## src/hw/bnt_pkg.sv

```systemverilog
// Package: carriers and mode codes for the board test NAND chain block
`default_nettype none
package bnt_pkg;

  // ----------------------------------------
  // Chain shape
  // ----------------------------------------
  localparam int unsigned CHAIN_LEN = 150;
  localparam int unsigned SPLIT_POS = 70;

  // ----------------------------------------
  // Mode encoding (Gray along normal -> chain -> float)
  // ----------------------------------------
  typedef enum logic [1:0] {
    BNT_NORMAL = 2'h0,
    BNT_CHAIN  = 2'h1,
    BNT_FLOAT  = 2'h3
  } bnt_mode_t;

  // Mode-select pins as the tester drives them
  typedef struct packed {
    logic test_select_n;
    logic interrupt_request_seven;
    logic interrupt_request_six;
    logic interrupt_request_five;
  } bnt_sel_t;

  // Observation pins: level and enable for each
  typedef struct packed {
    logic xbus_dir_o;
    logic xbus_dir_oe;
    logic dack_o;
    logic dack_oe;
  } bnt_obs_t;

  // Reset values
  localparam bnt_mode_t MODE_RST = BNT_NORMAL;
  localparam logic FLOAT_RST = 1'b0;
  localparam bnt_obs_t OBS_RST = '0;
  localparam logic MODE_FLAG_RST = 1'b0;

endpackage

`default_nettype wire

```

## src/hw/bnt_top.sv

```systemverilog
// Board test NAND chain and output-float test mode logic
`timescale 1ns/1ps
`default_nettype none

module bnt_top #(
  parameter int unsigned CHAIN_LEN = bnt_pkg::CHAIN_LEN,
  parameter int unsigned SPLIT_POS = bnt_pkg::SPLIT_POS
) (
  // Clock and reset
  input wire logic clk_i,
  input wire logic resetn_i,
  // Mode select pins
  input wire logic test_select_n_i,
  input wire logic interrupt_request_seven_i,
  input wire logic interrupt_request_six_i,
  input wire logic interrupt_request_five_i,
  // Chain inputs, element 0 is the motherboard dma request one pad
  input wire logic [CHAIN_LEN-1:0] chain_pad_i,
  input wire logic bus_clock_pin_i,
  // Functional drive from the core for the two observer pins
  input wire logic xbus_dir_func_i,
  input wire logic dma_ack_func_i,
  // Observation pins
  output logic xbus_direction_pin_o,
  output logic xbus_direction_pin_oe_o,
  output logic dma_ack_channel_one_n_o,
  output logic dma_ack_channel_one_n_oe_o,
  // Pad control for all other outputs and bidirectional pins
  output logic pad_oe_allow_o,
  output logic chain_mode_o,
  output logic float_mode_o
);

  // ----------------------------------------
  // State
  // ----------------------------------------
  // Mode flags are flops of their own, so the mode outputs leave a
  // flip-flop instead of a comparator on the mode code.
  typedef struct packed {
    bnt_pkg::bnt_mode_t mode;
    bnt_pkg::bnt_obs_t obs;
    logic pad_allow;
    logic chain_flag;
    logic float_flag;
  } bnt_state_t;

  bnt_state_t st_q;
  bnt_state_t st_d;
  bnt_pkg::bnt_sel_t sel;
  logic [CHAIN_LEN-1:0] nand_node;

  assign sel = '{test_select_n_i, interrupt_request_seven_i,
                 interrupt_request_six_i, interrupt_request_five_i};

  // ----------------------------------------
  // NAND chain
  // ----------------------------------------
  // Each stage after the first is NAND of its pad with the previous node, so a toggle on any
  // pad propagates to the end while all later pads sit at their pass level.
  // The bus clock pin is deliberately not an input of this chain.
  // At full length this is one deep combinational path. The registered
  // decode tolerates a multicycle constraint on it, because the tester
  // holds every level far longer than one clock; a fast-changing pad
  // would need that constraint to be met before its result is trusted.
  assign nand_node[0] = ~chain_pad_i[0];
  for (genvar g = 1; g < CHAIN_LEN; g++) begin : g_chain
    assign nand_node[g] = ~(chain_pad_i[g] & nand_node[g-1]);
  end

  // ----------------------------------------
  // Mode decode and outputs
  // ----------------------------------------
  // Decode is sampled once per clock so every output leaves a flip-flop;
  // the tester holds the pins static, so one cycle of lag is harmless.
  always_comb begin
    st_d = st_q;
    // Float is tested first; the two patterns cannot overlap, so this is only defensive
    if (!sel.test_select_n && sel.interrupt_request_seven &&
        sel.interrupt_request_six && sel.interrupt_request_five) begin
      st_d.mode = bnt_pkg::BNT_FLOAT;
    end else if (!sel.test_select_n &&
                 (!sel.interrupt_request_seven || !sel.interrupt_request_five)) begin
      st_d.mode = bnt_pkg::BNT_CHAIN;
    end else begin
      st_d.mode = bnt_pkg::BNT_NORMAL;
    end
    case (st_d.mode)
      bnt_pkg::BNT_FLOAT: begin
        // Zero level as well as zero enable, so a pad that lags its enable stays quiet
        st_d.obs = '0;
        st_d.pad_allow = 1'b0;
        st_d.chain_flag = 1'b0;
        st_d.float_flag = 1'b1;
      end
      bnt_pkg::BNT_CHAIN: begin
        st_d.obs.xbus_dir_o = nand_node[CHAIN_LEN-1];
        st_d.obs.xbus_dir_oe = 1'b1;
        st_d.obs.dack_o = nand_node[SPLIT_POS];
        st_d.obs.dack_oe = 1'b1;
        st_d.pad_allow = 1'b0;
        st_d.chain_flag = 1'b1;
        st_d.float_flag = 1'b0;
      end
      default: begin
        // Normal mode hands both observer pins back to the core
        st_d.obs.xbus_dir_o = xbus_dir_func_i;
        st_d.obs.xbus_dir_oe = 1'b1;
        st_d.obs.dack_o = dma_ack_func_i;
        st_d.obs.dack_oe = 1'b1;
        st_d.pad_allow = 1'b1;
        st_d.chain_flag = 1'b0;
        st_d.float_flag = 1'b0;
      end
    endcase
  end

  always_ff @(posedge clk_i) begin
    if (!resetn_i) begin
      // Reset leaves every observer and pad quiet until the first decode
      st_q.mode <= bnt_pkg::MODE_RST;
      st_q.obs <= bnt_pkg::OBS_RST;
      st_q.pad_allow <= bnt_pkg::FLOAT_RST;
      st_q.chain_flag <= bnt_pkg::MODE_FLAG_RST;
      st_q.float_flag <= bnt_pkg::MODE_FLAG_RST;
    end else begin
      st_q <= st_d;
    end
  end

  assign xbus_direction_pin_o = st_q.obs.xbus_dir_o;
  assign xbus_direction_pin_oe_o = st_q.obs.xbus_dir_oe;
  assign dma_ack_channel_one_n_o = st_q.obs.dack_o;
  assign dma_ack_channel_one_n_oe_o = st_q.obs.dack_oe;
  assign pad_oe_allow_o = st_q.pad_allow;
  assign chain_mode_o = st_q.chain_flag;
  assign float_mode_o = st_q.float_flag;

  // ----------------------------------------
  // Checks
  // ----------------------------------------
  // Outputs lag the pins by one clock, so each check looks one edge after
  // the pin levels that it judges.
  a_float_entry: assert property (@(posedge clk_i) disable iff (!resetn_i)
    (!test_select_n_i && interrupt_request_seven_i && interrupt_request_six_i &&
     interrupt_request_five_i) |=> float_mode_o)
    else $error("float mode not entered");

  a_float_release: assert property (@(posedge clk_i) disable iff (!resetn_i)
    float_mode_o |-> !xbus_direction_pin_oe_o && !dma_ack_channel_one_n_oe_o && !pad_oe_allow_o)
    else $error("pin driven in float mode");

  a_chain_result: assert property (@(posedge clk_i) disable iff (!resetn_i)
    (!test_select_n_i && !interrupt_request_seven_i) |=>
    xbus_direction_pin_o == $past(nand_node[CHAIN_LEN-1]))
    else $error("chain result missing on direction pin");

  // The select levels must hold as well, or a mode change would move the
  // observer pins for reasons that have nothing to do with the clock pad.
  a_clock_ignored: assert property (@(posedge clk_i) disable iff (!resetn_i)
    (chain_mode_o && $stable(sel) && $stable(chain_pad_i) && $changed(bus_clock_pin_i)) |=>
    ($stable(xbus_direction_pin_o) && $stable(dma_ack_channel_one_n_o)))
    else $error("bus clock disturbed chain");

  a_chain_entry: assert property (@(posedge clk_i) disable iff (!resetn_i)
    (!test_select_n_i && !interrupt_request_five_i) |=> chain_mode_o)
    else $error("chain mode not entered");

  a_chain_pads: assert property (@(posedge clk_i) disable iff (!resetn_i)
    chain_mode_o |-> !pad_oe_allow_o && xbus_direction_pin_oe_o && dma_ack_channel_one_n_oe_o)
    else $error("chain mode pad config wrong");

  // A lone toggle on the head pad, every later pad at its pass level, must
  // flip both observers; this walks the chain from its very first stage.
  a_chain_head: assert property (@(posedge clk_i) disable iff (!resetn_i)
    (chain_mode_o && $stable(sel) && $changed(chain_pad_i[0]) &&
     $stable(chain_pad_i[CHAIN_LEN-1:1]) && (&chain_pad_i[CHAIN_LEN-1:1])) |=>
    ($changed(xbus_direction_pin_o) && $changed(dma_ack_channel_one_n_o)))
    else $error("head pad toggle lost");

  a_split_tap: assert property (@(posedge clk_i) disable iff (!resetn_i)
    (!test_select_n_i && !interrupt_request_five_i) |=>
    dma_ack_channel_one_n_o == $past(nand_node[SPLIT_POS]))
    else $error("intermediate tap wrong");

  a_normal_mode: assert property (@(posedge clk_i) disable iff (!resetn_i)
    test_select_n_i |=> !float_mode_o && !chain_mode_o && pad_oe_allow_o)
    else $error("test mode without select");

  a_normal_pass: assert property (@(posedge clk_i) disable iff (!resetn_i)
    test_select_n_i |=> xbus_direction_pin_o == $past(xbus_dir_func_i) &&
    dma_ack_channel_one_n_o == $past(dma_ack_func_i) &&
    xbus_direction_pin_oe_o && dma_ack_channel_one_n_oe_o)
    else $error("functional drive lost in normal mode");

  a_mode_single: assert property (@(posedge clk_i) disable iff (!resetn_i)
    !(chain_mode_o && float_mode_o))
    else $error("two test modes at once");

  // ----------------------------------------
  // Coverage
  // ----------------------------------------
  c_float: cover property (@(posedge clk_i) disable iff (!resetn_i) float_mode_o);
  c_chain: cover property (@(posedge clk_i) disable iff (!resetn_i)
    chain_mode_o && $changed(xbus_direction_pin_o));
  c_chain_to_float: cover property (@(posedge clk_i) disable iff (!resetn_i)
    chain_mode_o ##1 float_mode_o);
  c_chain_by_five: cover property (@(posedge clk_i) disable iff (!resetn_i)
    chain_mode_o && interrupt_request_seven_i);
  c_clock_in_chain: cover property (@(posedge clk_i) disable iff (!resetn_i)
    chain_mode_o && $stable(chain_pad_i) && $changed(bus_clock_pin_i));

endmodule

`default_nettype wire

```

## config.mk

```make
export PLATFORM = sky130hd
export DESIGN_NAME = bnt_top
export DESIGN_NICKNAME = d
export VERILOG_FILES = /design/src/hw/bnt_pkg.sv /design/src/hw/bnt_top.sv
export SDC_FILE = /design/constraint.sdc
export NUM_CORES = 1
export LEC_CHECK = 0
export ABC_AREA = 1
export BUFFER_PORTS_ARGS = -buffer_cell sky130_fd_sc_hd__buf_2
export CAP_MARGIN = 30
export CORE_AREA = 2 2 64 66
export DETAILED_ROUTE_END_ITERATION = 8
export DIE_AREA = 0 0 66 68
export PLACE_DENSITY_LB_ADDON = 0.1
export SYNTH_ARGS = -nofsm -noshare
export SYNTH_HDL_FRONTEND = slang
export SYNTH_SLANG_ARGS = --single-unit
```

## constraint.sdc

```tcl
create_clock -name clk_i -period 7.4 [get_ports clk_i]
set_clock_uncertainty 0.05 [all_clocks]
set_input_delay 0.37 -clock clk_i [delete_from_list [all_inputs] [get_ports clk_i]]
set_output_delay 0.37 -clock clk_i [all_outputs]
set_load 0.005 [all_outputs]
```

Yosys cells after proc, flatten, opt, wreduce, memory -nomap -nowiden
Cells that the tools add are included.
Word-level totals
  ROM bits: 0
  flip-flop bits (word level): 7
  output and inout port bits: 7
  logic and storage cells: 319
  latch bits: 0
  input port bits: 159
  RAM bits: 0
  memories kept: 0
Cells by class
  muxes and demuxes: 3
  multipliers: 0
  reductions and logical operators: 8
  bitwise gates (word level): 299
  divide/modulo/power cells: 0
  $lt $le $gt $ge: 0
  equality and inequality tests: 2
  add/subtract/negate cells: 0
  shifts and indexed selects: 0
Operator list (count)
  1-bit NOT: 150
  1-bit bitwise AND: 149
  7-bit case mux with 2 select lines: 1
  1-bit logical AND: 4
  1-bit zero test: 3
  2-bit by 1-bit equality test with 1-bit output, second input constant: 1
  2-bit equality test, second input constant: 1
  2-bit 2-to-1 mux: 1
  1-bit logical OR: 1
  1-bit 2-to-1 mux: 1

Depth between registers and ports, before layout
Gate-level depths: netlist of run 1.
  depth after elaboration: 300
  gate-level depth with buffers: 150

Worst setup path after synthesis of run 1
Ideal clock, no wire load.
  kind: input to register
  start: input port chain_pad_i[0]
  end: register st_q, in the netlist xbus_direction_pin_o
  arrival time: 6.641 ns
  setup time: 0.116 ns
  slack: 0.593 ns
  cell stages on the path: 150
  required time: 7.234 ns
  path buffers: 0
  cell sequence: inv_1 nand2_1 nand2_1 nand2_1 nand2_1 nand2_1 nand2_1 nand2_1 nand2_1 nand2_1 nand2_1 nand2_1 nand2_1 nand2_1 nand2_1 nand2_1 nand2_1 nand2_1 [114 not listed] nand2_1 nand2_1 nand2_1 nand2_1 nand2_1 nand2_1 nand2_1 nand2_1 nand2_1 nand2_1 nand2_1 nand2_1 nand2_1 nand2_1 nand2_1 nand2_1 nand2_1 a21oi_2
Between the ends
  cells in the longest elaborated chain, start to end: 300
RTL lines
  start: declaration: RTL line bnt_top.sv:18  | input wire logic [CHAIN_LEN-1:0] chain_pad_i,
  1-bit NOT: RTL line bnt_top.sv:65  | assign nand_node[0] = ~chain_pad_i[0];
  1-bit bitwise AND: RTL line bnt_top.sv:67  | assign nand_node[g] = ~(chain_pad_i[g] & nand_node[g-1]);
  1-bit NOT: RTL line bnt_top.sv:67
  1-bit bitwise AND: RTL line bnt_top.sv:67
  1-bit NOT: RTL line bnt_top.sv:67
  1-bit bitwise AND: RTL line bnt_top.sv:67
  1-bit NOT: RTL line bnt_top.sv:67
  1-bit bitwise AND: RTL line bnt_top.sv:67
  [284 not listed]
  1-bit NOT: RTL line bnt_top.sv:67
  1-bit bitwise AND: RTL line bnt_top.sv:67
  1-bit NOT: RTL line bnt_top.sv:67
  1-bit bitwise AND: RTL line bnt_top.sv:67
  1-bit NOT: RTL line bnt_top.sv:67
  1-bit bitwise AND: RTL line bnt_top.sv:67
  1-bit NOT: RTL line bnt_top.sv:67
  7-bit case mux with 2 select lines: RTL line bnt_top.sv:87  | case (st_d.mode)
  end signal: assignment: RTL line bnt_top.sv:126  | st_q <= st_d;
  end: declaration: RTL line bnt_top.sv:47  | bnt_state_t st_q;
No other way between the ends.
A chain may end at the register's enable or synchronous reset.

Worst setup path in the final report of run 1
Ends and elaborated chain as after synthesis.

==> out/metrics.csv, run 1 <==
metric;value;unit
critPathBufInv;2;
final_common_cell;buf_2;
power_density;90.8;nW/um^2
worst_slack;-0.00285;ns
die_x;66;microns
clockRootBuffer;clkbuf_8;
p_seq_frac;0.228;
sw_frac_of_total;0.269;
fin_crit_sh;1.00;
ys_ff_latch;6;
period_minus_slack;7.40;ns
path_class;input port to flop;
start_util;0.200;
nFillCells;456;
post_drt_wl_per_cell;8.59;microns
io_buffers;164;
crit_path_end_kind;flop;
die_h;68;microns
comb_power_share;0.455;
maxCapViolations;0;
drc_errors;0;
yosys_warnings;0;
p_leak;1.19;nW
area.growth.synth_to_final;120;%
syn_avg_cell_area;4.42;sq um
holdWs;0.288;ns
p_clk_frac;0.316;
fin_nets;501;
intPower;0.112;mW
ys_seq_area_frac;0.156;
grt_pass1_wl;5000;microns
required;7.46;ns
path_clk_slew;0.04;ns
final_antenna_net_count;0;
cp-start-kind;input port;
layout_common_cells;buf_2 (164), nand2_1 (152), inv_1 (6), dfxtp_1 (6);
dp_hpwl;3150;microns
dr.pass1.iters;4;
min_path_type;input port to flop;
synthesis.area;769;sq um
violations;setup timing;
worstPathArrival;7.47;ns
vdd_drop_max;0.0513;mV
seq_area;120;sq um
slowest_delay;0.09;ns
ys_types;10;
multi_input_area;622;sq um
cp_top_family;simple AND/OR/NAND/NOR gates;
track_usage;0.141;
final_cell_area;1690;sq um
cts_buffers;3;
antenna_found_initial;0;
antenna_cells;0;
rsz0062_at_grt;true;
cts_tree;yes;
tns;-0.00285;ns
gp_congestion;0.843;
die-area;4490;sq um
via_per_inst;3.94;
drtIter0Drc;17;
cp_max_fo;2;
status;complete, but fails checks;
design.core.area;3860;sq um
critPathMostFrequentCell;nand2_1;
finalSetupViolCount;1;
power;0.153;mW
fmax;135;MHz
overflow;0;
synthCells;174;
core.rowCount;23;
grt_pass1_vias;1446;
tightest_slew;0.201;ns
cts-hold-fix-buffers;0;
clock_sinks;6;
drv_slew;0;
worst_path_max_delay_cell;buf_2;
syn-num-nets;333;
grt_max_degree;5;
placed_area;1650;sq um
ctsHtreeMaxLevel;1;
hold_viol;0;
layout-drive-gt1-share;0.497;
clk_path_buf_depth;2;
io_pins;166;
num_vias;1535;
drt-total-wl;3350;microns
p_sw;0.0413;mW
max-slew-margin-rel;0.865;
-- final cells by class --
class / instances / area share
timing repair buffer: 164 / 0.486
tap: 50 / 0.0370
inverter: 6 / 0.0133
sequential: 6 / 0.0711
multi-input combinational: 161 / 0.368
clock buffer: 3 / 0.0244
-- logic make-up (layout without fill, tap and decap cells) --
family,count (synthesis),count (layout),share of synthesized area
buf+inv,7,173,0.0390
simple gates,157,157,0.769
compound gates,4,4,0.0358
flops,6,6,0.156
-- stage by stage --
stage	utilization	instances	worst slack, ns
finish	0.438	390	-0.00285
global route	0.438	390	-1.90
CTS	0.438	390	-0.206
detailed placement	0.427	387	-0.435
global placement	0.427	387	-0.325
floorplan	-	174	0.593
-- registers in the layout, summed over array words and instances (netlist names) --
signal,flops
xbus_direction_pin_oe_o,1
chain_mode_o,1
pad_oe_allow_o,1
dma_ack_channel_one_n_o,1
float_mode_o,1
xbus_direction_pin_o,1
-- synthesized netlist by cell type --
library cell / number / area (sq um)
a22o_1: 1 / 8.76
dfxtp_1: 6 / 120
a21oi_1: 1 / 5.00
nor2_1: 3 / 11.3
a21oi_2: 1 / 8.76
nand2_1: 153 / 574
buf_4: 1 / 7.51
o21ai_0: 1 / 5.00
nor4_1: 1 / 6.26
inv_1: 6 / 22.5
-- timing repair --
item,in CTS,in global routing
setup endpoints to repair,1,1
buffers inserted,0,0
gates resized for setup,1,0
-- power groups by stage --
stage          Clock, mW  Combinational (mW)  Sequential, mW
2_1_floorplan          0              0.0259          0.0359
3_3_place_gp           0              0.0693          0.0355
3_5_place_dp           0              0.0703          0.0355
4_1_cts           0.0501              0.0708          0.0350
5_1_grt           0.0523              0.0819          0.0352
6_report          0.0485              0.0698          0.0350
-- metal layers --
metal / global-route usage / up-vias / share of wire / wire [microns]
met5: 0 / - / 0 / 0
li1: - / 854 / - / -
met1: 0.116 / 567 / 0.32 / 1060
met4: 0.0918 / 0 / 0.043 / 145
met3: 0.0329 / 14 / 0.12 / 405
met2: 0.293 / 100 / 0.52 / 1740
-- path summary, 6_finish.rpt --
kind                                   end  slack, ns             from  depth (start not counted)
worst min-delay path          float_mode_o       0.29  test_select_n_i                          2
worst max-delay path  xbus_direction_pin_o     -0.003   chain_pad_i[0]                        151
No activity file was read; power rests on OpenSTA's default activity.
==> run 2: changes to the inputs <==
--- a/config.mk
+++ b/config.mk
@@ -9,9 +9,11 @@
 export BUFFER_PORTS_ARGS = -buffer_cell sky130_fd_sc_hd__buf_2
 export CAP_MARGIN = 30
 export CORE_AREA = 2 2 64 66
+export CTS_BUF_LIST = sky130_fd_sc_hd__clkbuf_4
 export DETAILED_ROUTE_END_ITERATION = 8
 export DIE_AREA = 0 0 66 68
 export PLACE_DENSITY_LB_ADDON = 0.1
+export REMOVE_ABC_BUFFERS = 1
 export SYNTH_ARGS = -nofsm -noshare
 export SYNTH_HDL_FRONTEND = slang
 export SYNTH_SLANG_ARGS = --single-unit
==> constraint.sdc (replaced) <==
create_clock -name clk_i -period 6.87 [get_ports clk_i]
set_clock_uncertainty 0.05 [all_clocks]
set_input_delay 0.3435 -clock clk_i [delete_from_list [all_inputs] [get_ports clk_i]]
set_output_delay 0.3435 -clock clk_i [all_outputs]
set_load 0.005 [all_outputs]
==> out/metrics.csv, run 2 (same netlist as run 1, synthesis figures left out) <==
metric;value;unit;change
worst_path_max_delay_cell;buf_2;;
io_buffers;164;;unchanged
slowest_delay;0.09;ns;about the same
cts-hold-fix-buffers;0;;unchanged
dpl.cell_count;388;;+0.26%
core.rowCount;23;;unchanged
critPathMostFrequentCell;nand2_1;;
design.core.area;3860;sq um;unchanged
cts_buffers;3;;unchanged
start_util;0.200;;unchanged
dp_hpwl;3100;microns;-1.4%
drv_slew;0;;unchanged
hold_viol;0;;unchanged
max-slew-margin-rel;0.851;;-0.0135
die_x;66;microns;unchanged
status;complete, but fails checks;;
die-area;4490;sq um;unchanged
gp_congestion;0.773;;-8.3%
tightest_slew;0.221;ns;+0.0201 ns
worst_slack;-0.487;ns;-0.484 ns
antenna_cells;0;;unchanged
layout-drive-gt1-share;0.504;;+0.00734
maxCapViolations;0;;unchanged
cp_max_fo;2;;unchanged
dp_slack;-0.927;ns;-0.491 ns
final_common_cell;buf_2;;
clk_path_buf_depth;2;;unchanged
period_minus_slack;7.36;ns;
ctsHtreeMaxLevel;1;;unchanged
min_path_type;input port to flop;;
via_per_inst;3.96;;+0.52%
cts_tree;yes;;
track_usage;0.140;;-0.000243
fmax;136;MHz;
clock_sinks;6;;unchanged
required;6.94;ns;-0.52 ns
violations;setup timing;;
multi_input_area;627;sq um;+0.80%
layoutNonFillerInstCount;391;;+0.26%
worstPathArrival;7.43;ns;-0.04 ns
grt_pass1_wl;5070;microns;+1.4%
power_density;85.8;nW/um^2;-5.5%
seq_area;120;sq um;unchanged
drt-total-wl;3290;microns;-1.8%
grt_max_degree;5;;unchanged
path_clk_slew;0.04;ns;about the same
fin_crit_sh;1.07;;
path_class;input port to flop;;
final_antenna_net_count;0;;unchanged
nFillCells;466;;+2.2%
rsz0062_at_grt;true;;
finalSetupViolCount;1;;unchanged
layout_common_cells;buf_2 (164), nand2_1 (150), inv_1 (6), dfxtp_1 (6);;
vdd_drop_max;0.0288;mV;-44%
num_vias;1547;;+0.78%
p_leak;1.19;nW;-0.23%
overflow;0;;unchanged
area.growth.synth_to_final;119;%;
antenna_found_initial;0;;unchanged
power;0.144;mW;-5.8%
crit_path_end_kind;flop;;
dr.pass1.iters;4;;unchanged
fin_nets;502;;+0.20%
die_h;68;microns;unchanged
holdWs;0.259;ns;-0.0288 ns
clockRootBuffer;clkbuf_4;;
post_drt_wl_per_cell;8.42;microns;-2.0%
grt_pass1_vias;1420;;-1.8%
drc_errors;0;;unchanged
drtIter0Drc;19;;+2
cp-start-kind;input port;;
io_pins;166;;unchanged
run 2: cell count changes in the layout (fill, tap and decap cells not counted):
| cell | previous run | this run |
|---|---|---|
| clkbuf_4 | 0 | 3 |
| clkbuf_8 | 3 | 0 |
| nand2_2 | 1 | 3 |
| buf_4 | 0 | 1 |
| nand2_1 | 152 | 150 |
run 2: final timing paths:
path             from              endpoint  slack, ns  cells past startpoint
min   test_select_n_i          float_mode_o       0.26                      2
max    chain_pad_i[0]  xbus_direction_pin_o      -0.49                    151
run 2: worst max-delay path, delay by kind of cell:
family,cells,cell delay (ns)
compound gates,1,0.05
buf+inv,2,0.13
simple gates,148,6.96
run 2: metrics by stage:
step	utilization	instance area, sq um	setup TNS (ns)
finish	0.436	1680	-0.487
global route	0.436	1680	-2.38
CTS	0.435	1680	-0.675
detailed placement	0.429	1650	-0.927
global placement	0.429	1650	-0.857
floorplan	-	762	0
run 2: timing repair:
action / 4_1_cts / 5_1_grt
endpoints found under the hold margin: 0 / 0
setup buffers: 0 / 0
gates resized for setup: 1 / 2
pin swaps: 0 / 1
setup endpoints to repair: 1 / 1
run 2: per-layer routing:
| layer | global-route usage | up-vias | share of wire |
|---|---|---|---|
| met2 | 0.304 | 100 | 0.54 |
| met3 | 0.0329 | 0 | 0.15 |
| li1 | - | 856 | - |
| met4 | 0.0383 | 0 | 0 |
| met1 | 0.127 | 591 | 0.31 |
| met5 | 0 | - | 0 |
run 2: power breakdown:
part / switching [mW] / internal [mW] / leakage (nW)
Combinational: 0.0301 / 0.0466 / 1.13
Clock: 0.0104 / 0.0196 / 0.0138
Sequential: 0.000630 / 0.0372 / 0.0499
run 2: layout make-up:
class	instances	area share
Clock buffer	3	0.0134
Inverter	6	0.0134
Multi-Input combinational cell	161	0.372
Sequential cell	6	0.0714
Tap cell	50	0.0372
Timing Repair Buffer	165	0.492
==> run 3: changes to the inputs <==
--- a/config.mk
+++ b/config.mk
@@ -6,7 +6,7 @@
 export NUM_CORES = 1
 export LEC_CHECK = 0
 export ABC_AREA = 1
-export BUFFER_PORTS_ARGS = -buffer_cell sky130_fd_sc_hd__buf_2
+export BUFFER_PORTS_ARGS = -buffer_cell sky130_fd_sc_hd__buf_4
 export CAP_MARGIN = 30
 export CORE_AREA = 2 2 64 66
 export CTS_BUF_LIST = sky130_fd_sc_hd__clkbuf_4
==> out/metrics.csv, run 3 (same netlist as run 1, synthesis figures left out) <==
metric;value;unit;change
overflow;0;;unchanged
m1WireLength;1080;microns;+6.5%
layout_common_cells;buf_4 (165), nand2_1 (151), inv_1 (6), dfxtp_1 (6);;
tightest_slew;0.209;ns;-0.0129 ns
start_util;0.200;;unchanged
track_usage;0.152;;+0.0114
clock_sinks;6;;unchanged
core.rowCount;23;;unchanged
worstPathArrival;7.40;ns;-0.03 ns
fin_util;0.542;;+0.106
p_leak;1.33;nW;+12%
path_class;input port to flop;;
drtIter0Drc;28;;+9
antenna_cells;0;;unchanged
clockRootBuffer;clkbuf_4;;
area.growth.synth_to_final;172;%;
grt_pass1_wl;5480;microns;+8.0%
layout-drive-gt1-share;0.501;;-0.00293
power_density;81.7;nW/um^2;-4.8%
required;6.95;ns;about the same
die_x;66;microns;unchanged
min_path_type;input port to flop;;
drv_slew;0;;unchanged
wl_met2;1940;microns;+9.5%
io_buffers;164;;unchanged
dp_hpwl;3340;microns;+7.7%
grt_pass1_vias;1455;;+2.5%
final_cell_area;2090;sq um;+24%
cp-start-kind;input port;;
clk_path_buf_depth;2;;unchanged
placed_area;2060;sq um;+25%
hold_viol;0;;unchanged
worst_slack;-0.453;ns;+0.0338 ns
crit_path_end_kind;flop;;
path_clk_slew;0.04;ns;about the same
slowest_delay;0.11;ns;+0.02 ns
io_pins;166;;unchanged
cts_buffers;3;;unchanged
min_to;float_mode_o;;
finalSetupViolCount;1;;unchanged
period_minus_slack;7.32;ns;-0.0338 ns
post_drt_wl_per_cell;9.20;microns;+9.2%
cts-hold-fix-buffers;0;;unchanged
drc_errors;0;;unchanged
cp_max_fo;2;;unchanged
worst_path_max_delay_cell;buf_4;;
final_antenna_net_count;0;;unchanged
top_layer;met4;;
grt_max_degree;5;;unchanged
num_vias;1548;;+0.065%
cts_tree;yes;;
drt-total-wl;3600;microns;+9.2%
min_path_cells;2;;unchanged
critPathMostFrequentCell;nand2_1;;
gp_congestion;0.745;;-3.6%
fin_nets;502;;unchanged
rsz0062_at_grt;true;;
violations;setup timing;;
dr.pass1.iters;4;;unchanged
maxCapViolations;0;;unchanged
antenna_found_initial;0;;unchanged
status;complete, but fails checks;;
die-area;4490;sq um;unchanged
design.core.area;3860;sq um;unchanged
fin_crit_sh;1.07;;-0.00492
max-slew-margin-rel;0.860;;+0.00870
dp_slack;-0.863;ns;+0.0636 ns
die_h;68;microns;unchanged
final_common_cell;buf_4;;
fmax;137;MHz;+0.46%
via_per_inst;3.96;;about the same
ctsHtreeMaxLevel;1;;unchanged
min_from;test_select_n_i;;
vdd_drop_max;0.0308;mV;+7.1%
met3WireLength;559;microns;+10%
-- run 3: worst max path at each step --
stage,start,slack (ns),cells past startpoint,endpoint
finish,chain_pad_i[0],-0.45,151,xbus_direction_pin_o
global route,chain_pad_i[0],-2.42,151,xbus_direction_pin_o
CTS,chain_pad_i[0],-0.60,151,xbus_direction_pin_o
detailed placement,chain_pad_i[0],-0.86,151,xbus_direction_pin_o
global placement,chain_pad_i[0],-0.74,151,xbus_direction_pin_o
floorplan,chain_pad_i[0],0.09,150,xbus_direction_pin_o
-- run 3: cell type report --
type	instances	area (sq um)
clock buffers	3	22.5
fillers	395	1770
inverters	6	22.5
multi-input cells	161	624
flip-flops and latches	6	120
well taps	50	62.6
repair buffers	165	1240
-- run 3: timing repair --
action | 4_1_cts | 5_1_grt
resized for setup | 2 | 0
endpoints found under the setup margin | 1 | 1
buffers inserted | 0 | 0
-- run 3: stage by stage --
stage / hold WS [ns] / total power, mW / setup TNS [ns] / cells
2_1_floorplan: 0.372 / 0.0661 / 0 / 173
3_3_place_gp: 0.481 / 0.140 / -0.739 / 388
3_5_place_dp: 0.482 / 0.142 / -0.863 / 388
4_1_cts: 0.233 / 0.174 / -0.599 / 391
5_1_grt: 0.237 / 0.190 / -2.42 / 391
6_report: 0.240 / 0.171 / -0.453 / 391
-- run 3: routing by layer --
metal  vias up  track usage
li1        857            -
met1       589        0.152
met2       100        0.309
met3         2       0.0362
met4         0       0.0434
met5         -            0
-- run 3: critical path: cells and delay by family --
family          cells  cell delay [ns]
simple gates      148             6.87
buf+inv             2             0.15
compound gates      1             0.05
-- run 3: report_power, final --
part | total [mW] | switching, mW | internal, mW | leakage [nW]
logic | 0.102 | 0.0300 | 0.0723 | 1.27
clock network | 0.0306 | 0.0109 | 0.0196 | 0.0138
registers | 0.0379 | 0.000736 | 0.0372 | 0.0499
